## src/ipm_pkg.sv

```systemverilog
package ipm_pkg;
    // SFR addresses
    localparam logic [7:0] PWR_CTRL_ADDR  = 8'h87;
    localparam logic [7:0] PRIO_ONE_ADDR  = 8'hf6;
    localparam logic [7:0] PRIO_TWO_ADDR  = 8'hf7;
    // Reset values
    localparam logic [7:0] PWR_CTRL_RST   = 8'h00;
    localparam logic [7:0] PRIO_ONE_RST   = 8'h00;
    localparam logic [7:0] PRIO_TWO_RST   = 8'h00;
    // Writable bit masks, bit 7 reserved in both priority registers
    localparam logic [7:0] PRIO_ONE_MASK  = 8'h7f;
    localparam logic [7:0] PRIO_TWO_MASK  = 8'h7f;
    // Power control field positions
    localparam int         IDLE_BIT       = 0;
    localparam int         STOP_BIT       = 1;
    // First priority register fields
    localparam int         CMP2_BIT       = 6;
    localparam int         CMP1_BIT       = 5;
    localparam int         CMP0_BIT       = 4;
    localparam int         PCA_BIT        = 3;
    localparam int         ADC0W_BIT      = 2;
    localparam int         SMB_BIT        = 1;
    localparam int         SPI_BIT        = 0;
    // Second priority register fields
    localparam int         UART1_BIT      = 6;
    localparam int         CAN_BIT        = 5;
    localparam int         ADC2C_BIT      = 4;
    localparam int         ADC2W_BIT      = 3;
    localparam int         TMR4_BIT       = 2;
    localparam int         ADC0C_BIT      = 1;
    localparam int         TMR3_BIT       = 0;
    // Restart vector after reset
    localparam logic [15:0] RESET_VECTOR  = 16'h0000;
    // Missing clock detector timeout
    localparam int         DET_TIMEOUT_US = 100;
    localparam int         CLK_MHZ        = 100;
    localparam int         DET_CYCLES     = DET_TIMEOUT_US * CLK_MHZ;
    // Power modes
    typedef enum logic [1:0] {
        IPM_RUN,
        IPM_IDLE,
        IPM_STOP
    } ipm_mode_e;
endpackage

```

## src/ipm_sfr_reg.sv

```systemverilog
`timescale 1ns/10ps
// Byte register with write mask and synchronous reset
module ipm_sfr_reg #(
    parameter logic [7:0] RST_VAL = 8'h00,
    parameter logic [7:0] WR_MASK = 8'hff
) (
    input  wire logic       clk,
    input  wire logic       rst,
    input  wire logic       wrEn,
    input  wire logic [7:0] wrData,
    output logic      [7:0] q
);
    // Masked write, reserved bits stay zero
    always_ff @(posedge clk) begin
        if (rst) begin
            q <= RST_VAL;
        end else if (wrEn) begin
            q <= wrData & WR_MASK;
        end
    end
endmodule

```

## src/ipm_power_prio.sv

```systemverilog
`timescale 1ns/10ps
module ipm_power_prio (
    input  wire logic        clk,            // System clock
    input  wire logic        rst,            // Any reset source, watchdog and pin included
    input  wire logic        sfrWe,          // SFR write strobe
    input  wire logic        sfrRe,          // SFR read strobe
    input  wire logic [7:0]  sfrAddr,        // SFR address
    input  wire logic [7:0]  sfrWdata,       // SFR write data
    input  wire logic        instrDone,      // Writing instruction completes
    input  wire logic        irqPending,     // Any enabled interrupt asserted
    input  wire logic        detEnable,      // Missing clock detector enabled
    output logic      [7:0]  sfrRdata,       // SFR read data
    output logic             sfrHit,         // Address decoded by this block
    output logic             cpuClkEn,       // CPU clock gate
    output logic             periphClkEn,    // Timers, interrupts, peripherals clock gate
    output logic             oscEn,          // Internal oscillator enable
    output logic             detRun,         // Missing clock detector running
    output logic             idleWake,       // One-cycle wake pulse to core
    output logic             inIdle,         // Idle mode status
    output logic             inStop,         // Stop mode status
    output logic      [15:0] restartVector,  // Fetch address after reset
    output logic      [6:0]  prioOneBits,    // Priority bits to arbiter
    output logic      [6:0]  prioTwoBits     // Priority bits to arbiter
);
    // State of the block apart from the two priority registers
    typedef struct packed {
        ipm_pkg::ipm_mode_e mode;       // Power mode
        logic               pendIdle;   // Idle requested, waits for instruction end
        logic               pendStop;   // Stop requested, waits for instruction end
        logic [7:0]         rdata;      // Registered read data
        logic               hit;        // Registered decode
        logic               cpuEn;      // CPU clock gate
        logic               perEn;      // Peripheral clock gate
        logic               osc;        // Oscillator enable
        logic               det;        // Detector running
        logic               wake;       // Wake pulse
        logic               idle;       // Idle status flag
        logic               stop;       // Stop status flag
        logic [6:0]         prioOneOut; // Registered first priority bits
        logic [6:0]         prioTwoOut; // Registered second priority bits
        logic [15:0]        vector;     // Registered restart address
    } ipm_state_s;

    ipm_state_s stReg;   // Registered state
    ipm_state_s stNext;  // Next state

    logic [7:0] prioOne;  // First priority register
    logic [7:0] prioTwo;  // Second priority register
    logic       weOne;    // Write strobe first priority
    logic       weTwo;    // Write strobe second priority

    // Address decode, returns 1 on a mapped address
    function automatic logic isMapped(input logic [7:0] a);
        isMapped = (a == ipm_pkg::PWR_CTRL_ADDR) || (a == ipm_pkg::PRIO_ONE_ADDR)
                   || (a == ipm_pkg::PRIO_TWO_ADDR);
    endfunction

    assign weOne = sfrWe && (sfrAddr == ipm_pkg::PRIO_ONE_ADDR);
    assign weTwo = sfrWe && (sfrAddr == ipm_pkg::PRIO_TWO_ADDR);

    // First priority register, bit 7 reserved
    ipm_sfr_reg #(
        .RST_VAL (ipm_pkg::PRIO_ONE_RST),
        .WR_MASK (ipm_pkg::PRIO_ONE_MASK)
    ) uPrioOne (
        .clk    (clk),
        .rst    (rst),
        .wrEn   (weOne),
        .wrData (sfrWdata),
        .q      (prioOne)
    );

    // Second priority register, bit 7 reserved
    ipm_sfr_reg #(
        .RST_VAL (ipm_pkg::PRIO_TWO_RST),
        .WR_MASK (ipm_pkg::PRIO_TWO_MASK)
    ) uPrioTwo (
        .clk    (clk),
        .rst    (rst),
        .wrEn   (weTwo),
        .wrData (sfrWdata),
        .q      (prioTwo)
    );

    // Next-state logic
    always_comb begin
        stNext = stReg;
        stNext.wake = 1'b0;
        // Read path
        stNext.hit = sfrRe && isMapped(sfrAddr);
        stNext.rdata = 8'h00;
        if (sfrRe) begin
            unique case (sfrAddr)
                ipm_pkg::PWR_CTRL_ADDR: begin
                    stNext.rdata = 8'h00;
                end
                ipm_pkg::PRIO_ONE_ADDR: begin
                    stNext.rdata = prioOne;
                end
                ipm_pkg::PRIO_TWO_ADDR: begin
                    stNext.rdata = prioTwo;
                end
                default: begin
                    stNext.rdata = 8'h00;
                end
            endcase
        end
        // Writing one requests a mode, zero is ignored
        if (sfrWe && (sfrAddr == ipm_pkg::PWR_CTRL_ADDR)
            && stReg.mode == ipm_pkg::IPM_RUN) begin
            if (sfrWdata[ipm_pkg::STOP_BIT]) begin
                stNext.pendStop = 1'b1;
            end
            if (sfrWdata[ipm_pkg::IDLE_BIT]) begin
                stNext.pendIdle = 1'b1;
            end
        end
        unique case (stReg.mode)
            ipm_pkg::IPM_RUN: begin
                // Enter at end of the writing instruction, stop has priority
                if (instrDone && (stNext.pendStop || stNext.pendIdle)) begin
                    stNext.mode = stNext.pendStop ? ipm_pkg::IPM_STOP
                                                  : ipm_pkg::IPM_IDLE;
                    stNext.pendStop = 1'b0;
                    stNext.pendIdle = 1'b0;
                end
            end
            ipm_pkg::IPM_IDLE: begin
                // Enabled interrupt clears idle and resumes the CPU
                if (irqPending) begin
                    stNext.mode = ipm_pkg::IPM_RUN;
                    stNext.wake = 1'b1;
                end
            end
            ipm_pkg::IPM_STOP: begin
                // No interrupt leaves stop; only reset does
                stNext.mode = ipm_pkg::IPM_STOP;
            end
            default: begin
                stNext.mode = ipm_pkg::IPM_RUN;
            end
        endcase
        // Clock gates follow the next mode
        stNext.cpuEn = (stNext.mode == ipm_pkg::IPM_RUN);
        stNext.perEn = (stNext.mode != ipm_pkg::IPM_STOP);
        stNext.osc = (stNext.mode != ipm_pkg::IPM_STOP);
        stNext.det = detEnable;
        // Status flags registered so outputs come from flops
        stNext.idle = (stNext.mode == ipm_pkg::IPM_IDLE);
        stNext.stop = (stNext.mode == ipm_pkg::IPM_STOP);
        // Priority bits take the written value on the same edge as the register
        stNext.prioOneOut = weOne ? sfrWdata[6:0] : prioOne[6:0];
        stNext.prioTwoOut = weTwo ? sfrWdata[6:0] : prioTwo[6:0];
        // Restart address is fixed
        stNext.vector = ipm_pkg::RESET_VECTOR;
    end

    // State register, reset ends any mode
    always_ff @(posedge clk) begin
        if (rst) begin
            stReg.mode <= ipm_pkg::IPM_RUN;
            stReg.pendIdle <= 1'b0;
            stReg.pendStop <= 1'b0;
            stReg.rdata <= 8'h00;
            stReg.hit <= 1'b0;
            stReg.cpuEn <= 1'b1;
            stReg.perEn <= 1'b1;
            stReg.osc <= 1'b1;
            stReg.det <= 1'b0;
            stReg.wake <= 1'b0;
            stReg.idle <= 1'b0;
            stReg.stop <= 1'b0;
            stReg.prioOneOut <= ipm_pkg::PRIO_ONE_RST[6:0];
            stReg.prioTwoOut <= ipm_pkg::PRIO_TWO_RST[6:0];
            stReg.vector <= ipm_pkg::RESET_VECTOR;
        end else begin
            stReg <= stNext;
        end
    end

    // Every output is a field of the state register
    assign prioOneBits = stReg.prioOneOut;
    assign prioTwoBits = stReg.prioTwoOut;
    assign restartVector = stReg.vector;
    assign sfrRdata = stReg.rdata;
    assign sfrHit = stReg.hit;
    assign cpuClkEn = stReg.cpuEn;
    assign periphClkEn = stReg.perEn;
    assign oscEn = stReg.osc;
    assign detRun = stReg.det;
    assign idleWake = stReg.wake;
    assign inIdle = stReg.idle;
    assign inStop = stReg.stop;

    // Idle wake within one cycle of interrupt
    property p_idle_wake;
        @(posedge clk) disable iff (rst)
        (stReg.mode == ipm_pkg::IPM_IDLE && irqPending) |=> (idleWake && cpuClkEn);
    endproperty
    a_idle_wake: assert property (p_idle_wake) else $error("idle not left on irq");

    property p_stop_hold;
        @(posedge clk) disable iff (rst)
        inStop |=> inStop && !cpuClkEn && !oscEn;
    endproperty
    a_stop_hold: assert property (p_stop_hold) else $error("stop left without reset");

    property p_idle_gates;
        @(posedge clk) disable iff (rst)
        inIdle |-> !cpuClkEn && periphClkEn && oscEn;
    endproperty
    a_idle_gates: assert property (p_idle_gates) else $error("idle gating wrong");

    property p_stop_gates;
        @(posedge clk) disable iff (rst)
        inStop |-> !periphClkEn && !oscEn;
    endproperty
    a_stop_gates: assert property (p_stop_gates) else $error("stop gating wrong");

    property p_enter_idle;
        @(posedge clk) disable iff (rst)
        (stReg.mode == ipm_pkg::IPM_RUN && sfrWe && sfrAddr == ipm_pkg::PWR_CTRL_ADDR
         && sfrWdata == 8'h01 && instrDone && !stReg.pendStop) |=> inIdle;
    endproperty
    a_enter_idle: assert property (p_enter_idle) else $error("idle not entered");

    property p_enter_stop;
        @(posedge clk) disable iff (rst)
        (stReg.mode == ipm_pkg::IPM_RUN && sfrWe && sfrAddr == ipm_pkg::PWR_CTRL_ADDR
         && sfrWdata[1] && instrDone) |=> inStop;
    endproperty
    a_enter_stop: assert property (p_enter_stop) else $error("stop not entered");

    property p_ctrl_read;
        @(posedge clk) disable iff (rst)
        (sfrRe && sfrAddr == ipm_pkg::PWR_CTRL_ADDR) |=> (sfrRdata == 8'h00 && sfrHit);
    endproperty
    a_ctrl_read: assert property (p_ctrl_read) else $error("mode bits read nonzero");

    // Write, one quiet cycle, then read back the masked byte
    property p_prio_one;
        @(posedge clk) disable iff (rst)
        weOne ##1 !weOne ##1 (!weOne && sfrRe && sfrAddr == ipm_pkg::PRIO_ONE_ADDR)
        |=> sfrRdata == ($past(sfrWdata, 3) & ipm_pkg::PRIO_ONE_MASK);
    endproperty
    a_prio_one: assert property (p_prio_one) else $error("priority one readback");

    property p_prio_two;
        @(posedge clk) disable iff (rst)
        weTwo |=> prioTwoBits == $past(sfrWdata[6:0]);
    endproperty
    a_prio_two: assert property (p_prio_two) else $error("priority two output");

    property p_reset_run;
        @(posedge clk) rst |=> !inStop && !inIdle && cpuClkEn && restartVector == 16'h0000;
    endproperty
    a_reset_run: assert property (p_reset_run) else $error("reset did not end mode");

    // Wake pulse only on leaving idle, with the CPU clock back
    property p_wake_exit;
        @(posedge clk) disable iff (rst)
        idleWake |-> cpuClkEn && !inIdle && $past(inIdle);
    endproperty
    a_wake_exit: assert property (p_wake_exit) else $error("wake without idle");

    // Idle stands while no interrupt arrives
    property p_idle_stay;
        @(posedge clk) disable iff (rst)
        (inIdle && !irqPending) |=> inIdle;
    endproperty
    a_idle_stay: assert property (p_idle_stay) else $error("idle left early");

    // Writing zeros with nothing pending enters no mode
    property p_zero_write;
        @(posedge clk) disable iff (rst)
        (stReg.mode == ipm_pkg::IPM_RUN && sfrWe && sfrAddr == ipm_pkg::PWR_CTRL_ADDR
         && !sfrWdata[ipm_pkg::STOP_BIT] && !sfrWdata[ipm_pkg::IDLE_BIT]
         && !stReg.pendIdle && !stReg.pendStop) |=> !inIdle && !inStop;
    endproperty
    a_zero_write: assert property (p_zero_write) else $error("zero write took effect");

    // Detector status follows its enable one cycle later
    property p_det_follow;
        @(posedge clk) disable iff (rst)
        1'b1 |=> detRun == $past(detEnable);
    endproperty
    a_det_follow: assert property (p_det_follow) else $error("detector status wrong");

    c_idle: cover property (@(posedge clk) disable iff (rst) inIdle ##[1:20] idleWake);
    c_stop: cover property (@(posedge clk) disable iff (rst) inStop);
    c_prio: cover property (@(posedge clk) disable iff (rst) weTwo && sfrWdata[4]);
endmodule

```

## config.mk

```make
export PLATFORM = sky130hd
export DESIGN_NAME = ipm_power_prio
export DESIGN_NICKNAME = d
export VERILOG_FILES = /design/src/ipm_pkg.sv /design/src/ipm_sfr_reg.sv /design/src/ipm_power_prio.sv
export SDC_FILE = /design/constraint.sdc
export NUM_CORES = 1
export LEC_CHECK = 0
export BUFFER_PORTS_ARGS = -buffer_cell sky130_fd_sc_hd__buf_4
export CORE_MARGIN = 2
export CORE_UTILIZATION = 43
export DETAILED_ROUTE_END_ITERATION = 10
export PLACE_DENSITY = 0.72
export SYNTH_ARGS = -nofsm -noshare
export SYNTH_HDL_FRONTEND = slang
export SYNTH_SLANG_ARGS = --single-unit
```

## constraint.sdc

```tcl
create_clock -name clk -period 1.22 [get_ports clk]
set_input_delay 0.061 -clock clk [delete_from_list [all_inputs] [get_ports clk]]
set_output_delay 0.061 -clock clk [all_outputs]
set_load 0.01 [all_outputs]
```

==> out/results.ini, run 1 <==
[outcome]
status=complete, but fails checks
failed_checks=setup timing

[setup_path]
timing.critical_path.from=stReg[49]
crit_end=cpuClkEn
startpoint_type=flop
r2r_slack_ps=-50
rr_endpoint=cpuClkEn
path_class=flop to flop
endpoint_kind=flop
path_max_fanout=3
critPathArrivalTime_ps=1460
ff2ff_path_depth=3
worstPathRequired_ps=1410
reg2reg_from=stReg[49]

[sta]
rsz0062_at_grt=yes
whs_ps=37.97
setup_ws_ps=-50.74
setup_viol=2
worstMarginPinSlew_ps=506.9
finalCritPeriodShare_pct=104.2
slew_violations=0
hold_viol=0
worst_clock_skew_ps=4.571
fin_crit_ps=1271
max_slew_margin_pct=66.06
max_freq_mhz=786.9

[synth]
yosys.area.top_type=dfxtp_1
synth_top_family_by_area=buffers and inverters
yosys.cell_types.count=32
ys_seq_area_share_pct=51.72
muxShareOfSynthArea_pct=7.871
ys.flop_type=dfxtp_1
yosysTopAreaCellShare_pct=51.72
synth_area_um2=1780
synth-xor-area-share_pct=0
synth_area_leaders=dfxtp_1 (52%), buf_4 (16%), mux2i_1 (7.9%)
synth_simple_gate_area_share_pct=15.60
synth_edf_count=0
ys_warn_count=0
yosys.area_share.adder_pct=0
yosysMostFrequentCell=dfxtp_1
ys_top_cells_by_count=dfxtp_1 (46), buf_4 (39), nor2_1 (24)
syn_avg_cell_area_um2=10.73
syn_inst=166
ys_ff_latch=46
synth_compound_area_share_pct=7.027
synthArstFlopShare_pct=0

[floorplan]
row_count=23
fp.coreArea_um2=4000
start_util_pct=44.51
die_area_um2=4671
die_width_um=68.35
die_y_um=68.35
ios=69

[finish]
diodes=0
seqCellArea_um2=925.9
postLayoutCellArea_um2=2195
drive_above_1_share_pct=38.94
multi_input_area_um2=618.1
syn_to_final_growth_pct=23.26
nFillCells=357
num-nets-final=230

[route]
dr_total_vias=1177
first_pass_iters=4
drt_iter0_markers=25
post_drt_wl_per_cell_um=12.05
via_per_inst=4.562
finalWirelength_um=3110
ant_nets=0
drcViolationCount=0

[cts]
cts_root_buf=clkbuf_8
cts_buffers=5
cts_sinks=46
clk_path_buf_depth=2
clkLatencyLatePin_ps=300
clk_pin_slew_ps=80
cts_tree=yes
ctsHtreeMaxLevel=2

[job]
max-cap-violations=0

[global_routing]
grt_max_degree=22
grt_usage_pct=14.45
grt_pass1_vias=1066
antenna_found_initial=0
overflow=0
grt_pass1_wl_um=4823

[place]
numPortBuffers=50
hpwl_um=2199
placed_area_um2=2054
gp_congestion=0.7704

[power]
p_per_area_nw_per_um2=1222
finalPower_w=0.002683
ir_drop_uv=870.1
p_leak_nw=1.069

[worst_hold_path]
hold_path_class=primary input to flop

## cell type report
class / count / share of cell area, %
Tap cell: 50 / 2.851
Sequential cell: 46 / 42.19
Multi-Input combinational cell: 92 / 28.16
Clock buffer: 7 / 4.447
Timing Repair Buffer: 62 / 22.01
Clock inverter: 1 / 0.3421
## worst max-delay path: stages (launching register included)
cell and delay [ps]:
dfxtp_4 350, or4b_4 500, o31a_1 130, a31o_1 180
## power by group
group | leakage [nW] | internal, W | switching, W | total, W
Sequential | 0.372 | 0.00150 | 0.000000928 | 0.00150
Combinational | 0.648 | 0.0000702 | 0.0000784 | 0.000149
Clock | 0.0496 | 0.000529 | 0.000504 | 0.00103
## repair_timing
item | in CTS | in global routing
endpoints found under the setup margin | 5 | 4
pin swaps | 2 | 1
hold endpoints to repair | 3 | 0
hold buffers | 2 | 0
setup buffers | 2 | 0
resized for setup | 0 | 0
## metrics by stage
step / cells / TNS (ps) / utilization (%) / worst slack (ps)
6_report: 258 / -51.75 / 54.86 / -50.74
5_1_grt: 258 / -127.8 / 54.86 / -71.14
4_1_cts: 258 / -52.97 / 54.86 / -52.97
3_5_place_dp: 246 / -344.9 / 51.36 / -53.89
3_3_place_gp: 246 / -65.75 / 51.36 / -27.04
2_1_floorplan: 182 / -11.43 / - / -11.43
## cell families (layout without fill, tap and decap cells)
kind of cell | after synthesis | after routing
AO/OA/AOI/OAI | 17 | 17
buffers and inverters | 44 | 70
flip-flops | 46 | 46
multiplexers | 14 | 14
other | 1 | 17
AND/OR/NAND/NOR | 44 | 44
## layer usage
| layer | wire [µm] | track usage [%] | vias up |
|---|---|---|---|
| met2 | 1430 | 23.06 | 46 |
| met3 | 234 | 4.770 | 6 |
| li1 | - | - | 593 |
| met4 | 59 | 6.750 | 0 |
| met1 | 1386 | 17.53 | 532 |
| met5 | 0 | 0 | - |
## cell usage in the layout, fill, tap and decap left out, types with 2 or more instances in the layout
cell type / instances
a211oi_1: 2
a21oi_1: 2
a22oi_1: 7
and3b_2: 2
buf_4: 59
clkbuf_8: 5
conb_1: 17
dfxtp_1: 44
dlygate4sd3_1: 2
mux2i_1: 14
nand4b_1: 2
nor2_1: 24
nor3_1: 2
o31ai_1: 2
## worst min-delay path by stage
stage / startpoint / endpoint / slack (ps) / cells past startpoint
final: sfrWdata[4] / uPrioTwo.q[4] / 40 / 3
after global routing: sfrWdata[2] / uPrioTwo.q[2] / 40 / 3
after CTS: sfrWdata[4] / uPrioTwo.q[4] / 30 / 3
after detailed placement: instrDone / stReg[47] / 280 / 2
after global placement: instrDone / stReg[47] / 280 / 2
after floorplan: instrDone / stReg[46] / 160 / 1
## state kept, by name (all words and copies together), names as in the netlist
| register | count |
|---|---|
| idleWake | 1 |
| uPrioOne.q | 7 |
| inStop | 1 |
| uPrioTwo.q | 7 |
| prioOneBits | 7 |
| inIdle | 1 |
| prioTwoBits | 7 |
| oscEn | 1 |
| sfrHit | 1 |
| sfrRdata | 7 |
| detRun | 1 |
| cpuClkEn | 1 |
| stReg | 4 |
No activity file was read; power rests on OpenSTA's default activity.
==> run 2, diff against run 1 <==
--- a/config.mk
+++ b/config.mk
@@ -7,9 +7,9 @@
 export LEC_CHECK = 0
 export BUFFER_PORTS_ARGS = -buffer_cell sky130_fd_sc_hd__buf_4
 export CORE_MARGIN = 2
-export CORE_UTILIZATION = 43
+export CORE_UTILIZATION = 47
 export DETAILED_ROUTE_END_ITERATION = 10
-export PLACE_DENSITY = 0.72
+export PLACE_DENSITY = 0.74
 export SYNTH_ARGS = -nofsm -noshare
 export SYNTH_HDL_FRONTEND = slang
 export SYNTH_SLANG_ARGS = --single-unit
==> constraint.sdc (replaced) <==
create_clock -name clk -period 1.2 [get_ports clk]
set_input_delay 0.06 -clock clk [delete_from_list [all_inputs] [get_ports clk]]
set_output_delay 0.06 -clock clk [all_outputs]
set_load 0.01 [all_outputs]
==> run 2 against run 1 <==
Net effect:
- the run still ends with setup timing left
- worst setup slack got worse by 27 ps
- clock skew shrank 1.3 ps
- die area decreased by 8.0%
- design area unchanged
- power grew 1.0%
- count of clock-buffer cells in the layout did not move
==> out/results.ini, run 2 (synthesis gave the netlist of run 1 again) <==
[outcome]
status=complete, but fails checks
failed_checks=setup timing

[setup_path]
worstPathRequired_ps=1380
endpoint_kind=flop
crit_chain=or4b_4 -> o31a_1 -> a31o_1
critPathSlowestCell=or4b_4
path_depth=3
rr_endpoint=cpuClkEn
path_class=flop to flop
path_max_fanout=4
reg2reg_from=stReg[49]
ff2ff_path_depth=3
timing.critical_path.from=stReg[49]
startpoint_type=flop
cp.buffers_inverters=0
critPathArrivalTime_ps=1460
critPathMaxStageDelay_ps=490
crit_end=cpuClkEn
critPathTopFamily=simple AND/OR/NAND/NOR gates
r2r_slack_ps=-80

[route]
post_drt_wl_per_cell_um=13.27
drcViolationCount=0
finalWirelength_um=3383
via_per_inst=4.616
dr_total_vias=1177
first_pass_iters=4
ant_nets=0
drt_iter0_markers=48

[place]
placed_area_um2=2059
gp_congestion=0.7874
dp_cells=245
numPortBuffers=50
hpwl_um=2499

[cts]
cts_tree=yes
cts_sinks=46
clk_path_buf_depth=2
clk_pin_slew_ps=80
ctsHtreeMaxLevel=2
cts_root_buf=clkbuf_8
postCtsSetupBuffers=0
clkLatencyLatePin_ps=290
cts_buffers=5

[floorplan]
die_area_um2=4297
start_util_pct=48.63
row_count=22
ios=69
die_y_um=65.55
die_width_um=65.55
fp.coreArea_um2=3661

[finish]
postLayoutCellArea_um2=2195
drive_above_1_share_pct=39.61
syn_to_final_growth_pct=23.26
fin_cells=255
nFillCells=297
multi_input_area_um2=628.1
layout_commonest_cell=buf_4
seqCellArea_um2=925.9
num-nets-final=229
final_cell_mix=buf_4 (58), dfxtp_1 (44), nor2_1 (24)
diodes=0

[sta]
worst_clock_skew_ps=3.258
worstMarginPinSlew_ps=539.0
max_slew_margin_pct=63.91
hold_viol=0
whs_ps=58.88
finalCritPeriodShare_pct=106.5
slew_violations=0
max_freq_mhz=782.6
setup_viol=3
rsz0062_at_grt=yes
setup_ws_ps=-77.76
fin_crit_ps=1278

[global_routing]
grt_usage_pct=16.05
grt_pass1_vias=1167
grtUsageMet2_pct=29.08
grt_max_degree=22
antenna_found_initial=0
grt_pass1_wl_um=5223
use_met3_pct=4.110
busiest_layer=met2
use_met1_pct=17.97
overflow=0

[power]
finalPower_w=0.002710
p_per_area_nw_per_um2=1235
ir_drop_uv=699.4
p_leak_nw=1.068

[worst_hold_path]
hold_path_class=primary input to flop

[job]
max-cap-violations=0

==> run 2: through the flow <==
step | worst slack, ps | TNS [ps] | util [%]
after global placement | -60.38 | -317.2 | 56.25
after CTS | -69.51 | -117.5 | 59.95
after global routing | -123.2 | -321.6 | 59.95
after detailed placement | -80.61 | -743.3 | 56.25
after floorplan | -31.43 | -31.43 | -
final | -77.76 | -94.14 | 59.95
==> run 2: report_power, final <==
group	leakage, nW	switching (W)	internal, W	total [W]
registers	0.372	0.000000976	0.00153	0.00153
logic	0.646	0.0000841	0.0000716	0.000156
clock network	0.0496	0.000491	0.000537	0.00103
==> run 2: worst min-delay path: stages <==
cell and delay (ps):
buf_4 80, mux2i_1 60, nor2_1 110
==> run 2: worst min-delay path by stage <==
stage | slack, ps | endpoint | cells after the start | start
3_3_place_gp | 270 | detRun | 2 | detEnable
4_1_cts | 50 | uPrioOne.q[5] | 3 | sfrWdata[5]
3_5_place_dp | 280 | detRun | 2 | detEnable
6_report | 60 | prioOneBits[5] | 3 | sfrWdata[5]
5_1_grt | 70 | prioOneBits[5] | 3 | sfrWdata[5]
2_1_floorplan | 160 | stReg[46] | 1 | instrDone
==> run 2: cell type report <==
type	count	area share, %
Tap cell	48	2.737
Clock buffer	7	4.447
Clock inverter	1	0.3421
Timing Repair Buffer	61	21.66
Multi-Input combinational cell	92	28.62
Sequential cell	46	42.19
==> run 2: repair_timing <==
item                       CTS  global route
hold buffers                 2             0
gates cloned                 0             0
hold endpoints to repair     3             0
setup endpoints to repair    5             5
resized for setup            2             0
pin swaps                    5             1
==> run 2: layer usage <==
metal	wire (µm)	share of wire, %
met3	210	6.2
met4	22	0.65
met5	0	0
met1	1431	42
met2	1717	51
